File: config.mk
export PLATFORM = sky130hd
export DESIGN_NAME = reset_flags_and_ext_irq_ctrl
export DESIGN_NICKNAME = d
export VERILOG_FILES = /design/src/reset_irq_pkg.sv /design/src/reset_flags_and_ext_irq_ctrl.sv
export VERILOG_INCLUDE_DIRS = /design/src
export SDC_FILE = /design/constraint.sdc
export NUM_CORES = 1
export LEC_CHECK = 0
export ABC_AREA = 0
export CAP_MARGIN = 15
export CORE_ASPECT_RATIO = 0.6
export CORE_MARGIN = 8
export CORE_UTILIZATION = 55
export DETAILED_ROUTE_END_ITERATION = 10
export DONT_BUFFER_PORTS = 1
export HOLD_SLACK_MARGIN = 0.15
export PLACE_DENSITY_LB_ADDON = 0.12
export SLEW_MARGIN = 15
export SYNTH_ARGS = -nofsm -noshare
export SYNTH_HDL_FRONTEND = slang
export SYNTH_SLANG_ARGS = --single-unit
File: constraint.sdc
create_clock -name ref_clk -period 2.6 [get_ports ref_clk]
set_input_delay 0.52 -clock ref_clk [delete_from_list [all_inputs] [get_ports ref_clk]]
set_output_delay 0.52 -clock ref_clk [all_outputs]
set_load 0.02 [all_outputs]
File: src/reset_irq_defs.svh
// offsets, field positions, reset values and timing counts
`ifndef RESET_IRQ_DEFS_SVH
`define RESET_IRQ_DEFS_SVH

`define IDX_RESET_CAUSE      6'h34
`define IDX_CORE_CTRL        6'h35
`define IDX_EXT_IRQ_FLAGS    6'h3A
`define IDX_EXT_IRQ_ENABLES  6'h3B

`define BIT_POWERUP_SEEN     0
`define BIT_PIN_RESET_SEEN   1
`define BIT_PIN1_IRQ         7
`define BIT_PIN0_IRQ         6
`define POS_PIN0_SENSE       0
`define POS_PIN1_SENSE       2

`define RST_EXT_IRQ_FLAGS    8'h00
`define RST_EXT_IRQ_ENABLES  8'h00
`define RST_CORE_CTRL        8'h00

`define VEC_PIN0             4'h1
`define VEC_PIN1             4'h2

`define CLK_PERIOD_PS        10000
`define PIN_RESET_MIN_PS     50000
`define PIN_RESET_MIN_CYC    ((`PIN_RESET_MIN_PS + `CLK_PERIOD_PS - 1) / `CLK_PERIOD_PS)
`define STARTUP_LONG_US      16000
`define STARTUP_SHORT_US     1100
// divide first: the product in ps would overflow 32 bits
`define STARTUP_LONG_CYC     (`STARTUP_LONG_US * (1000000 / `CLK_PERIOD_PS))
`define STARTUP_SHORT_CYC    (`STARTUP_SHORT_US * (1000000 / `CLK_PERIOD_PS))

`endif

File: src/reset_irq_pkg.sv
// types shared by the reset and external interrupt block
package reset_irq_pkg;

   typedef enum logic [1:0] {
      SENSE_LOW_LEVEL,
      SENSE_ANY_CHANGE,
      SENSE_FALLING,
      SENSE_RISING
   } sense_mode_t;

   typedef struct packed {
      logic        read;
      logic        write;
      logic [7:0]  address;
      logic [31:0] writedata;
      logic [3:0]  byteenable;
   } avmm_req_t;

   typedef struct packed {
      logic       ack;
      logic [3:0] ack_vector;
      logic       return_from_handler;
      logic       gie_set;
      logic       gie_clear;
   } core_irq_ctl_t;

   typedef struct packed {
      logic       req;
      logic [3:0] vector;
      logic       gie;
   } core_irq_out_t;

endpackage
File: src/reset_flags_and_ext_irq_ctrl.sv
// reset-cause flags, start-up delay and external interrupt control
`timescale 1ns/1ps
`include "reset_irq_defs.svh"

module reset_flags_and_ext_irq_ctrl
   import reset_irq_pkg::*;
#(
   parameter int unsigned STARTUP_LONG_CYC  = `STARTUP_LONG_CYC,
   parameter int unsigned STARTUP_SHORT_CYC = `STARTUP_SHORT_CYC
) (
   // clock and power-up reset
   input  wire logic          ref_clk,
   input  wire logic          rst,
   // pins
   input  wire logic          reset_pin_n,
   input  wire logic [1:0]    ext_irq_pin,
   // watchdog and start-up select
   input  wire logic          wdt_timeout,
   input  wire logic          fast_startup,
   // reset to the core
   output logic               core_reset,
   output logic               wdt_reset_pulse,
   // core interrupt handshake
   input  wire core_irq_ctl_t core_ctl,
   output core_irq_out_t      core_irq,
   // avalon-mm slave
   input  wire avmm_req_t     avs_req,
   output logic [31:0]        avs_readdata,
   output logic               avs_waitrequest
);

   localparam logic [2:0]  PIN_MIN_CYC = 3'(`PIN_RESET_MIN_CYC);
   localparam logic [20:0] LONG_CYC    = 21'(STARTUP_LONG_CYC);
   localparam logic [20:0] SHORT_CYC   = 21'(STARTUP_SHORT_CYC);

   // synchronisers
   logic [2:0]  rpin_sync_r;
   logic [1:0]  irq_s1_r;
   logic [1:0]  irq_s2_r;
   logic [1:0]  irq_prev_r;

   // reset sequencing
   logic [2:0]  pin_low_cnt_r;
   logic        pin_rst_active_r;
   logic        wdt_pulse_r;
   logic        wdt_pulse_d_r;
   logic        wdt_prev_r;
   logic [20:0] delay_cnt_r;
   logic        delay_busy_r;

   // registers
   logic        powerup_reset_seen_r;
   logic        pin_reset_seen_r;
   logic [1:0]  irq_pending_r;
   logic [1:0]  irq_enable_r;
   logic [3:0]  sense_r;
   logic        gie_r;

   // bus
   logic        resp_r;
   logic [31:0] rdata_r;

   always_ff @(posedge ref_clk) begin
      if (rst) begin
         rpin_sync_r <= 3'h7;
         irq_s1_r    <= 2'h3;
         irq_s2_r    <= 2'h3;
         irq_prev_r  <= 2'h3;
      end else begin
         rpin_sync_r <= {rpin_sync_r[1:0], reset_pin_n};
         irq_s1_r    <= ext_irq_pin;
         irq_s2_r    <= irq_s1_r;
         irq_prev_r  <= irq_s2_r;
      end
   end

   wire rpin_high = rpin_sync_r[1];
   wire rpin_prev = rpin_sync_r[2];

   // pin reset recognised once low for the minimum time
   wire pin_low_long  = (pin_low_cnt_r == PIN_MIN_CYC);
   wire pin_rst_fire  = ~rpin_high & ~pin_rst_active_r & pin_low_long;
   wire pin_released  = pin_rst_active_r & rpin_high & ~rpin_prev;

   always_ff @(posedge ref_clk) begin
      if (rst | rpin_high) begin
         pin_low_cnt_r <= 3'h0;
      end else if (!pin_low_long) begin
         pin_low_cnt_r <= pin_low_cnt_r + 3'h1;
      end
   end

   always_ff @(posedge ref_clk) begin
      if (rst) begin
         pin_rst_active_r <= 1'b0;
      end else if (pin_rst_fire) begin
         pin_rst_active_r <= 1'b1;
      end else if (pin_released) begin
         pin_rst_active_r <= 1'b0;
      end
   end

   // one clock wide, whatever the width of the time-out input
   wire wdt_rise = wdt_timeout & ~wdt_prev_r;

   always_ff @(posedge ref_clk) begin
      if (rst) begin
         wdt_prev_r    <= 1'b0;
         wdt_pulse_r   <= 1'b0;
         wdt_pulse_d_r <= 1'b0;
      end else begin
         wdt_prev_r    <= wdt_timeout;
         wdt_pulse_r   <= wdt_rise & ~delay_busy_r;
         wdt_pulse_d_r <= wdt_pulse_r;
      end
   end

   wire wdt_pulse_fall = wdt_pulse_d_r & ~wdt_pulse_r;
   wire delay_start    = pin_released | wdt_pulse_fall;
   wire [20:0] delay_len = fast_startup ? SHORT_CYC : LONG_CYC;

   // power-up reset also runs the delay
   always_ff @(posedge ref_clk) begin
      if (rst) begin
         delay_cnt_r  <= 21'h0;
         delay_busy_r <= 1'b1;
      end else if (pin_rst_active_r | ~rpin_high) begin
         delay_cnt_r  <= 21'h0;
         delay_busy_r <= 1'b1;
      end else if (delay_start) begin
         delay_cnt_r  <= 21'h0;
         delay_busy_r <= 1'b1;
      end else if (delay_busy_r) begin
         delay_cnt_r  <= delay_cnt_r + 21'h1;
         delay_busy_r <= (delay_cnt_r + 21'h1) < delay_len;
      end
   end

   // the raw pin keeps the core in reset with no clock running
   assign core_reset = ~reset_pin_n | delay_busy_r | wdt_pulse_r
                       | wdt_pulse_d_r | pin_rst_active_r;
   assign wdt_reset_pulse = wdt_pulse_r;

   // internal resets clear the i/o registers, not the cause flags
   wire io_reset = rst | pin_rst_active_r | wdt_pulse_r;

   // bus: one wait cycle, write and read data at the second edge
   wire        bus_req = avs_req.read | avs_req.write;
   wire [5:0]  bus_idx = avs_req.address[7:2];
   wire        lane0   = avs_req.byteenable[0];
   wire        wr_go   = avs_req.write & resp_r & lane0;
   wire [7:0]  wdata   = avs_req.writedata[7:0];
   wire        wr_cause = wr_go & (bus_idx == `IDX_RESET_CAUSE);
   wire        wr_ctrl  = wr_go & (bus_idx == `IDX_CORE_CTRL);
   wire        wr_flags = wr_go & (bus_idx == `IDX_EXT_IRQ_FLAGS);
   wire        wr_enab  = wr_go & (bus_idx == `IDX_EXT_IRQ_ENABLES);

   assign avs_waitrequest = bus_req & ~resp_r;

   always_ff @(posedge ref_clk) begin
      if (rst) begin
         resp_r <= 1'b0;
      end else begin
         resp_r <= bus_req & ~resp_r;
      end
   end

   // cause flags: set wins over a written zero
   wire pin_seen_clr = wr_cause & ~wdata[`BIT_PIN_RESET_SEEN];
   wire por_seen_clr = wr_cause & ~wdata[`BIT_POWERUP_SEEN];

   always_ff @(posedge ref_clk) begin
      if (rst) begin
         powerup_reset_seen_r <= 1'b1;
         pin_reset_seen_r     <= 1'b0;
      end else begin
         if (pin_rst_fire) begin
            pin_reset_seen_r <= 1'b1;
         end else if (pin_seen_clr) begin
            pin_reset_seen_r <= 1'b0;
         end
         if (por_seen_clr) begin
            powerup_reset_seen_r <= 1'b0;
         end
      end
   end

   // enables and sense
   always_ff @(posedge ref_clk) begin
      if (io_reset) begin
         irq_enable_r <= 2'(`RST_EXT_IRQ_ENABLES >> `BIT_PIN0_IRQ);
         sense_r      <= 4'(`RST_CORE_CTRL);
      end else begin
         if (wr_enab) begin
            irq_enable_r <= wdata[`BIT_PIN1_IRQ:`BIT_PIN0_IRQ];
         end
         if (wr_ctrl) begin
            sense_r <= wdata[3:0];
         end
      end
   end

   // status is the core's own business, only the enable bit lives here
   always_ff @(posedge ref_clk) begin
      if (io_reset) begin
         gie_r <= 1'b0;
      end else if (core_ctl.ack) begin
         gie_r <= 1'b0;
      end else if (core_ctl.return_from_handler | core_ctl.gie_set) begin
         gie_r <= 1'b1;
      end else if (core_ctl.gie_clear) begin
         gie_r <= 1'b0;
      end
   end

   // per-pin sensing and flag
   wire [1:0] pin_active;
   wire [3:0] pin_vec [2];

   assign pin_vec[0] = `VEC_PIN0;
   assign pin_vec[1] = `VEC_PIN1;

   genvar g;
   generate
      for (g = 0; g < 2; g = g + 1) begin : g_pin
         // the pin level is sensed whatever its direction
         wire         lvl  = irq_s2_r[g];
         wire         prev = irq_prev_r[g];
         sense_mode_t mode;
         wire         event_hit;
         wire         ack_me;
         wire         w1c;

         assign mode = sense_mode_t'(sense_r[2*g +: 2]);
         assign event_hit = (mode == SENSE_ANY_CHANGE) ? (lvl ^ prev)
                          : (mode == SENSE_FALLING) ? (prev & ~lvl)
                          : (mode == SENSE_RISING) ? (~prev & lvl)
                          : 1'b0;
         assign ack_me = core_ctl.ack & (core_ctl.ack_vector == pin_vec[g]);
         assign w1c    = wr_flags & wdata[`BIT_PIN0_IRQ + g];

         always_ff @(posedge ref_clk) begin
            if (io_reset) begin
               irq_pending_r[g] <=
                  1'(`RST_EXT_IRQ_FLAGS >> (`BIT_PIN0_IRQ + g));
            end else if (mode == SENSE_LOW_LEVEL) begin
               irq_pending_r[g] <= 1'b0;
            end else if (event_hit) begin
               irq_pending_r[g] <= 1'b1;
            end else if (ack_me | w1c) begin
               irq_pending_r[g] <= 1'b0;
            end
         end

         // level request lasts only while the pin is low
         assign pin_active[g] = irq_enable_r[g] &
            ((mode == SENSE_LOW_LEVEL) ? ~lvl : irq_pending_r[g]);
      end
   endgenerate

   // pin 0 has the lower vector and wins a tie
   wire       any_active = |pin_active;
   wire [3:0] win_vec    = pin_active[0] ? `VEC_PIN0 : `VEC_PIN1;

   assign core_irq.req    = gie_r & any_active & ~core_ctl.ack;
   assign core_irq.vector = win_vec;
   assign core_irq.gie    = gie_r;

   // read mux
   wire [7:0] rd_cause = {6'h00, pin_reset_seen_r, powerup_reset_seen_r};
   wire [7:0] rd_flags = {irq_pending_r[1], irq_pending_r[0], 6'h00};
   wire [7:0] rd_enab  = {irq_enable_r[1], irq_enable_r[0], 6'h00};
   wire [7:0] rd_ctrl  = {4'h0, sense_r};
   wire [7:0] rd_byte  = (bus_idx == `IDX_RESET_CAUSE)     ? rd_cause
                       : (bus_idx == `IDX_EXT_IRQ_FLAGS)   ? rd_flags
                       : (bus_idx == `IDX_EXT_IRQ_ENABLES) ? rd_enab
                       : (bus_idx == `IDX_CORE_CTRL)       ? rd_ctrl
                       : 8'h00;

   always_ff @(posedge ref_clk) begin
      if (rst) begin
         rdata_r <= 32'h0000_0000;
      end else if (avs_req.read & ~resp_r) begin
         rdata_r <= {24'h00_0000, rd_byte};
      end
   end

   assign avs_readdata = rdata_r;

endmodule

==> After elaboration in Yosys (flattened, before gate mapping) <==
Cells that the tools add are included.
{ "op_classes": {"n_reduce_logical": 12, "div": 0, "shifts": 0, "n_bitwise": 59, "n_eq_ne": 13, "magnitude_cmp": 1, "addsub": 2, "muxes": 25, "multipliers": 0} }
{ "ops": {"columns": ["op", "count"], "rows": [
  ["$and A1 B1 Y1", 29],
  ["$eq A6 B6 Y1 const B", 4],
  ["$mux W8", 3],
  ["$add A21 B1 Y21 const B", 1],
  ["$lt A21 B21 Y1", 1],
  ["$mux W21", 1],
  ["$mux W1", 19],
  ["$not A1 Y1", 15],
  ["$or A1 B1 Y1", 13],
  ["$reduce_bool A2 Y1", 5],
  ["$eq A2 B2 Y1 const B", 4],
  ["$reduce_or A2 Y1", 4],
  ["$eq A2 B1 Y1 const B", 2],
  ["$eq A4 B1 Y1 const B", 1],
  ["$eq A4 B2 Y1 const B", 1],
  ["$logic_not A2 Y1", 2],
  ["$mux W4", 1],
  ["$add A3 B1 Y3 const B", 1],
  ["$eq A3 B3 Y1 const B", 1],
  ["$reduce_or A3 Y1", 1],
  ["$mux W2", 1],
  ["$xor A1 B1 Y1", 2]
]} }
{ "word_totals": {"regBits": 58, "rom_bits": 0, "mem_count": 0, "latchBits": 0, "out_inout_bits": 41, "ram_bits": 0, "wordCells": 132} }

==> Depth between registers and ports, before layout <==
Gate-level depths: netlist of the first run.
{ "depth": {"ltp_word": 7, "ltp_mapped": 13} }

==> Worst setup path before layout of the first run <==
Ideal clock, no wire load.
{ "synth_timing": {"path_type": "reg2reg", "start": "register delay_cnt_r[0]", "end": "register delay_busy_r", "t_arrival_ns": 2.426, "period_less_slack_ns": 2.554, "setup_time_ns": 0.128, "path_stages_with_launch": 14, "slack_ns": 0.046, "cell_sequence": "dfxtp_1 ha_1 nand2_1 nor2_1 and3_2 nand3_1 xnor2_1 ha_1 o21ai_0 nand2b_1 a21oi_2 o22a_1 a2111oi_2 a31oi_1"} }
{ "synth_between": {"elab_chain_len": 3} }
{ "synth_rtl": {"columns": ["element", "line", "source"], "rows": [
  ["start: declaration", "reset_flags_and_ext_irq_ctrl.sv:48", "logic [20:0] delay_cnt_r;"],
  ["start signal: assignment", "reset_flags_and_ext_irq_ctrl.sv:134", "delay_cnt_r <= delay_cnt_r + 21'h1;"],
  ["$add A21 B1 Y21", "reset_flags_and_ext_irq_ctrl.sv:135", "delay_busy_r <= (delay_cnt_r + 21'h1) < delay_len;"],
  ["$lt A21 B21 Y1", "reset_flags_and_ext_irq_ctrl.sv:135", null],
  ["$mux W1", "reset_flags_and_ext_irq_ctrl.sv:133", "end else if (delay_busy_r) begin"],
  ["end signal: assignment", "reset_flags_and_ext_irq_ctrl.sv:135", null],
  ["end: declaration", "reset_flags_and_ext_irq_ctrl.sv:49", "logic delay_busy_r;"]
]} }
Every way passes these cells.
A chain may end at the register's enable or synchronous reset.

==> Worst setup path after layout of the first run <==
{ "layout_timing": {"start": "register delay_cnt_r[1]", "end": "register delay_busy_r"} }
Same word-level chain as after synthesis.

==> metrics.md, run 1 <==
| Metric | Value |
|---|---|
| Status | complete, no violations |
| Hold crit path type | input pin to flip-flop |
| CTS buffer count | 5 |
| # setup viols final | 0 |
| I/O pin count | 102 |
| Final hold vios | 0 |
| Top cell type's share of synthesized area | roughly 34% |
| First drt pass iteration count | 4 |
| Critical path endpoint category | flip-flop |
| Async SR Flop Fraction | 0% |
| Worst Path Buf+Inv | 0 |
| Period utilization | a little over nine tenths |
| Overall global routing resource usage | 16.44% |
| GRT overflow | 0 |
| Crit. path cell count | 13 |
| Dpl ws | ~0.042 ns |
| Hold buffer count at CTS | 0 |
| Commonest cells post-synth | dfxtp_1, nor2_1, buf_4, nand2_1, xor2_1 |
| Clock root buffer | clkbuf_8 |
| GP Congestion | around 0.80 |
| Initial antenna violation count | 0 |
| Placed wire-length estimate | around 5.4 mm |
| Yosys reg bits | 56 |
| WP data arrival | about 2.7 ns |
| Max_cap viols | 0 |
| Total Power | 1511 µW |
| Vias in the first global route | about 2,400 |
| Antenna Nets Post-Route | 0 |
| Static Leak | 0.001538 µW |
| Core Footprint | ~0.0057 mm² |
| Nets | between 400 and 500 |
| Mean Syn Cell Area | between 8 and 9 µm² |
| Hold Crit Depth | 1 |
| Width of the chip | roughly 120 µm |
| Count leader, synth | dfxtp_1 |
| Fin Setup TNS | 0 ns |
| Port bufs | 0 |
| Synth area leaders | dfxtp_1, buf_4, ha_1, xor2_1, nor2_1 |
| Die Y | between 70 and 80 µm |
| Mapped Area | between 0.003 and 0.004 mm² |
| Crit-path cells | ha_4, nand2_2, nor2_4, and3_4, nand3_2, xnor2_1, ha_1, o21ai_0, nand2b_1, nor2b_4, o21ai_2, a2111oi_2, a31oi_1 |
| Die area | 0.008784 mm² |
| Worst skew pair latency | ~0.32 ns |
| Crit Path Class | flip-flop to flip-flop |
| CTS tree | yes |
| R2r worst-path depth | 13 |
| Pin count of the biggest net entering global routing | 24 |
| Antenna cells | 0 |
| Slowest cell delay on critical path | approximately 0.37 ns |
| EDFF count, synth | 0 |
| Startpoint Class | flip-flop |
| Via density | about 5.2 |
| H-tree Lvls | 2 |
| Setup Buffers After CTS | 0 |
| Sequential area share after synthesis | around 34% |
| Crit-path slowest cell | dfxtp_2 |
| Wire length per cell | approximately 15 µm |
| Wirelength, routed | 7.036 mm |
| Cell taking the most area after synthesis | dfxtp_1 |
| Peak VDD IR | 213.4 µV |
| Drt drc | 0 |
| P per Cell Area | between 400 and 500 mW/mm² |
| F_max | roughly 0.4 GHz |
| Fin crit period | about 2.5 ns |
| Clk_skew | around 0.0057 ns |
| CTS clock-pin slew for the worst setup and hold paths | approximately 0.11 ns |
| Final setup margin | between 0.1 and 0.15 ns |
| Main synth FF type | dfxtp_1 |
| Clk sinks | 56 |
| Mapped Cells | around 380 |
| Max Slew Vio Count | 0 |
| Area grow syn2layout | 7.540% |
| Initial drt markers | about 110 |
| Rows | 21 |
| Worst path required time | about 2.8 ns |
| Delay-heaviest family, CP | simple AND/OR/NAND/NOR gates |
| Initial core utilization | around 58% |
| Global-route wire length before repair | ~11 mm |
| Ratio of cells with drive above 1 in the final layout | 19.44% |
| Total vias in the final route | about 2,500 |
| Yosys cell types | just over 50 |
| Ys Warns | 0 |
| Filler cells | ~480 |
| Max FO, Critical Path | 3 |
| Max clock buf depth | 2 |
## layout by cell type (no fill, tap or decap), types with 4 or more instances in the layout
cell type and instances:
clkbuf_8 5, and3_1 5, a21oi_1 13, nor2b_1 4, conb_1 28, xnor2_1 13, xor2_1 21, nand4_1 12
inv_1 14, dfxtp_2 5, buf_4 27, nand3_1 11, o21ai_0 9, ha_1 16, dfxtp_1 51, nand2_1 28
o211ai_1 5, or2_2 8, mux2i_1 11, nor2_1 47, nand2b_1 7, nor3_1 5
## stage by stage
| step | util [%] | cells | hold WS [ns] | instance area, µm² |
|---|---|---|---|---|
| 3_5_place_dp | 59.52 | 468 | 0.3780 | 3378 |
| 6_report | 62.26 | 476 | 0.2522 | 3533 |
| 2_1_floorplan | - | 403 | 0.3721 | 3387 |
| 5_1_grt | 62.26 | 476 | 0.2195 | 3533 |
| 4_1_cts | 61.31 | 476 | 0.2401 | 3480 |
| 3_3_place_gp | 59.52 | 468 | 0.3742 | 3378 |
## timing repair
action	4_1_cts	5_1_grt
setup endpoints to repair	1	1
gates resized for setup	2	16
pin swaps	0	8
## worst reg2reg max path: cells and delay by family, from the launching register on
kind | cells | cell delay, ns
compound gates | 4 | 0.62
xor+xnor | 1 | 0.13
flops | 1 | 0.37
simple gates | 6 | 0.82
fa+ha+maj | 2 | 0.46
## logic make-up (layout without fill, tap and decap cells)
kind of cell               after synthesis  count (layout)  synth area share, %
and+or+nand+nor                        154             154                25.74
DFF                                     56              56                34.12
buffers and inverters                   56              49                11.08
AOI/OAI and AO/OA                       45              45                9.368
xor gates and xnor gates                34              34                9.063
adders and majority gates               17              17                6.474
muxes                                   13              13                4.037
other                                    1              28               0.1141
## flip-flops by register name, indices dropped and copies added, names as in the netlist
register,flops
rpin_sync_r,3
resp_r,1
pin_reset_seen_r,1
delay_cnt_r,21
wdt_reset_pulse,1
pin_rst_active_r,1
wdt_prev_r,1
avs_readdata,6
irq_prev_r,2
irq_s2_r,2
gie_r,1
irq_enable_r,2
pin_low_cnt_r,3
irq_pending_r,2
irq_s1_r,2
sense_r,4
wdt_pulse_d_r,1
delay_busy_r,1
powerup_reset_seen_r,1
## final timing paths
path                  start               to  slack [ns]
max          delay_cnt_r[1]     delay_busy_r        0.10
min                     rst  avs_readdata[7]        0.25
max reg2reg  delay_cnt_r[1]     delay_busy_r        0.10
min reg2reg      wdt_prev_r  wdt_reset_pulse        0.39
## cell type report
class,count,area (µm²),area share [%]
Inverter,14,52.55,1.487
Tap cell,80,100.1,2.833
Sequential cell,56,1127,31.91
Multi-Input combinational cell,291,1954,55.31
Timing Repair Buffer,27,202.7,5.737
Clock buffer,5,68.82,1.948
Clock inverter,3,27.53,0.7790
## metal layers
layer,wire (µm),part of all wire [%],up-vias,global-route usage [%]
li1,-,-,1261,-
met1,3679,52,1130,23.71
met2,2800,40,91,23.07
met3,526,7.5,2,5.222
met4,29,0.41,0,3.281
met5,0,0,-,0
## report_power, final
part | leakage (µW) | switching (µW) | internal, µW | total, µW
registers | 0.000456 | 11.1 | 871 | 882
clock network | 0.0000463 | 313 | 198 | 511
logic | 0.00104 | 81.8 | 36.2 | 118
(Power assumes the default switching activity.)
==> inputs of run 2 (changes only) <==
--- a/config.mk
+++ b/config.mk
@@ -14,7 +14,7 @@
 export DETAILED_ROUTE_END_ITERATION = 10
 export DONT_BUFFER_PORTS = 1
 export HOLD_SLACK_MARGIN = 0.15
-export PLACE_DENSITY_LB_ADDON = 0.12
+export PLACE_DENSITY = 0.73
 export SLEW_MARGIN = 15
 export SYNTH_ARGS = -nofsm -noshare
 export SYNTH_HDL_FRONTEND = slang
==> run 2 against run 1 <==
Critical endpoint unchanged. Non-clock buffer count fell by 3. Critical path depth is 4 lower. Global-route usage is 0.60 points lower.
==> metrics.md, run 2 (same netlist as run 1, synthesis figures left out) <==
| Metric | Value |
|---|---|
| Drt drc | 0 |
| Wirelength, routed | approximately 7.1 mm |
| Hold crit path type | input pin to flip-flop |
| Slowest cell delay on critical path | 0.47 ns |
| Worst path required time | 2.80 ns |
| Clock root buffer | clkbuf_8 |
| Crit Path Class | flip-flop to flip-flop |
| Area grow syn2layout | 7.616% |
| Most frequent CP cell | nand3_1 |
| CTS tree | yes |
| Rows | 21 |
| CTS clock-pin slew for the worst setup and hold paths | ~0.10 ns |
| Crit-path cells | nand4_1, buf_4, nor4_4, nand3_1, xnor2_1, ha_1, nand3_1, a2111oi_4, a31oi_1 |
| Startpoint Class | flip-flop |
| H-tree Lvls | 2 |
| Placed insts | between 400 and 500 |
| Width of the chip | 115.8 µm |
| Antenna Nets Post-Route | 0 |
| Static Leak | roughly 0.0015 µW |
| Global-route wire length before repair | approximately 11 mm |
| Fin crit period | ~2.5 ns |
| WP data arrival | roughly 2.7 ns |
| Final hold vios | 0 |
| Pin count of the biggest net entering global routing | 24 |
| Worst skew pair latency | just over 0.3 ns |
| Biggest register | delay_cnt_r |
| Port bufs | 0 |
| Finished Layout Cells | between 400 and 500 |
| Final core area utilization | roughly 62% |
| Via density | 5.300 |
| Clk_skew | between 0.006 and 0.007 ns |
| Critical path endpoint category | flip-flop |
| Clk sinks | 56 |
| GRT overflow | 0 |
| Total vias in the final route | between 2,000 and 3,000 |
| Die Y | 75.87 µm |
| Worst Max-Slew Pin Slew | roughly 0.51 ns |
| Initial core utilization | 57.89% |
| Status | complete, no violations |
| Max clock buf depth | 2 |
| Max Slew Vio Count | 0 |
| Nets | 470 |
| Placed wire-length estimate | between 5 and 6 mm |
| Rel. slew slack | 65.68% |
| # setup viols final | 0 |
| First drt pass iteration count | 4 |
| Max FO, Critical Path | 7 |
| Initial antenna violation count | 0 |
| F_max | around 0.4 GHz |
| Most common cell after layout, fill and taps aside | dfxtp_1 |
| CTS buffer count | 5 |
| I/O pin count | approximately 100 |
| Peak VDD IR | 235.8 µV |
| Vias in the first global route | around 2,400 |
| Initial drt markers | 175 |
| Most frequent cells in the layout | dfxtp_1, nor2_1, nand2_1 |
| Crit-path slowest cell | dfxtp_1 |
| Die area | a little under 0.009 mm² |
| Core Footprint | roughly 0.0057 mm² |
| Max_cap viols | 0 |
| Period utilization | a little over nine tenths |
| Wire length per cell | 15.10 µm |
| GP Congestion | 0.8166 |
| Ratio of cells with drive above 1 in the final layout | approximately a fifth |
| Filler cells | between 500 and 600 |
| P per Cell Area | 421.7 mW/mm² |
| Hold buffer count at CTS | 0 |
| Overall global routing resource usage | between 15 and 20% |
| Max FFs per register | 21 |
| Antenna cells | 0 |
run 2: cell types whose count changed in the layout (fill, tap and decap cells not counted), sizes merged:
| cell | delta |
|---|---|
| inv | -1 |
| buf | -3 |
| clkbuf | +1 |
run 2: layout make-up:
cell class                      count  area (µm²)  area share [%]
Multi-Input combinational cell    291        1976           55.87
Sequential cell                    56        1131           31.99
Timing Repair Buffer               24       187.7           5.308
Tap cell                           80       100.1           2.831
Clock buffer                        6       72.57           2.052
Inverter                           14       52.55           1.486
Clock inverter                      2       16.27          0.4600
run 2: worst paths after layout:
path	slack, ns	start	cells after the start	endpoint
setup / recovery	0.14	delay_cnt_r[12]	9	delay_busy_r
hold / removal	0.27	rst	1	avs_readdata[3]
setup reg to reg	0.14	delay_cnt_r[12]	9	delay_busy_r
hold reg to reg	0.40	wdt_prev_r	1	wdt_reset_pulse
run 2: repair_timing:
action                                  4_1_cts  5_1_grt
endpoints found under the setup margin        1        1
pin swaps                                     2       14
buffers inserted                              1        5
resized for setup                             2       25
cloned                                        0        0
hold endpoints to repair                      0        0
run 2: per-stage QoR:
step           setup TNS, ns  cell area, µm²  hold slack (ns)  worst slack [ns]  power, µW
4_1_cts                    0            3412           0.2566           0.02990       1494
5_1_grt            -0.009707            3536           0.2502         -0.009707       1554
6_report                   0            3536           0.2676            0.1438       1491
2_1_floorplan              0            3387           0.3721           0.04605       1028
3_3_place_gp               0            3311           0.3751           0.04010       1006
3_5_place_dp       -0.009899            3311           0.3887         -0.009899       1012
run 2: layer usage:
metal | part of all wire [%] | global-route usage, %
met1 | 51 | 21.82
met2 | 43 | 23.96
met3 | 6.6 | 4.747
met4 | 0.38 | 2.996
met5 | 0 | 0
run 2: critical path: cells and delay by family, from the launching register on:
kind            cells  cell delay [ns]
flops               1             0.47
buf+inv             1             0.20
xor+xnor            1             0.17
compound gates      2             0.46
simple gates        4             0.73
fa+ha+maj           1             0.31
run 2: power by group:
part	total [µW]	leakage [µW]	internal [µW]	switching (µW)
sequential	882	0.000458	871	11.2
combinational	124	0.00102	40.6	83.9
clock	485	0.0000414	193	292
total	1490	0.00152	1100	387
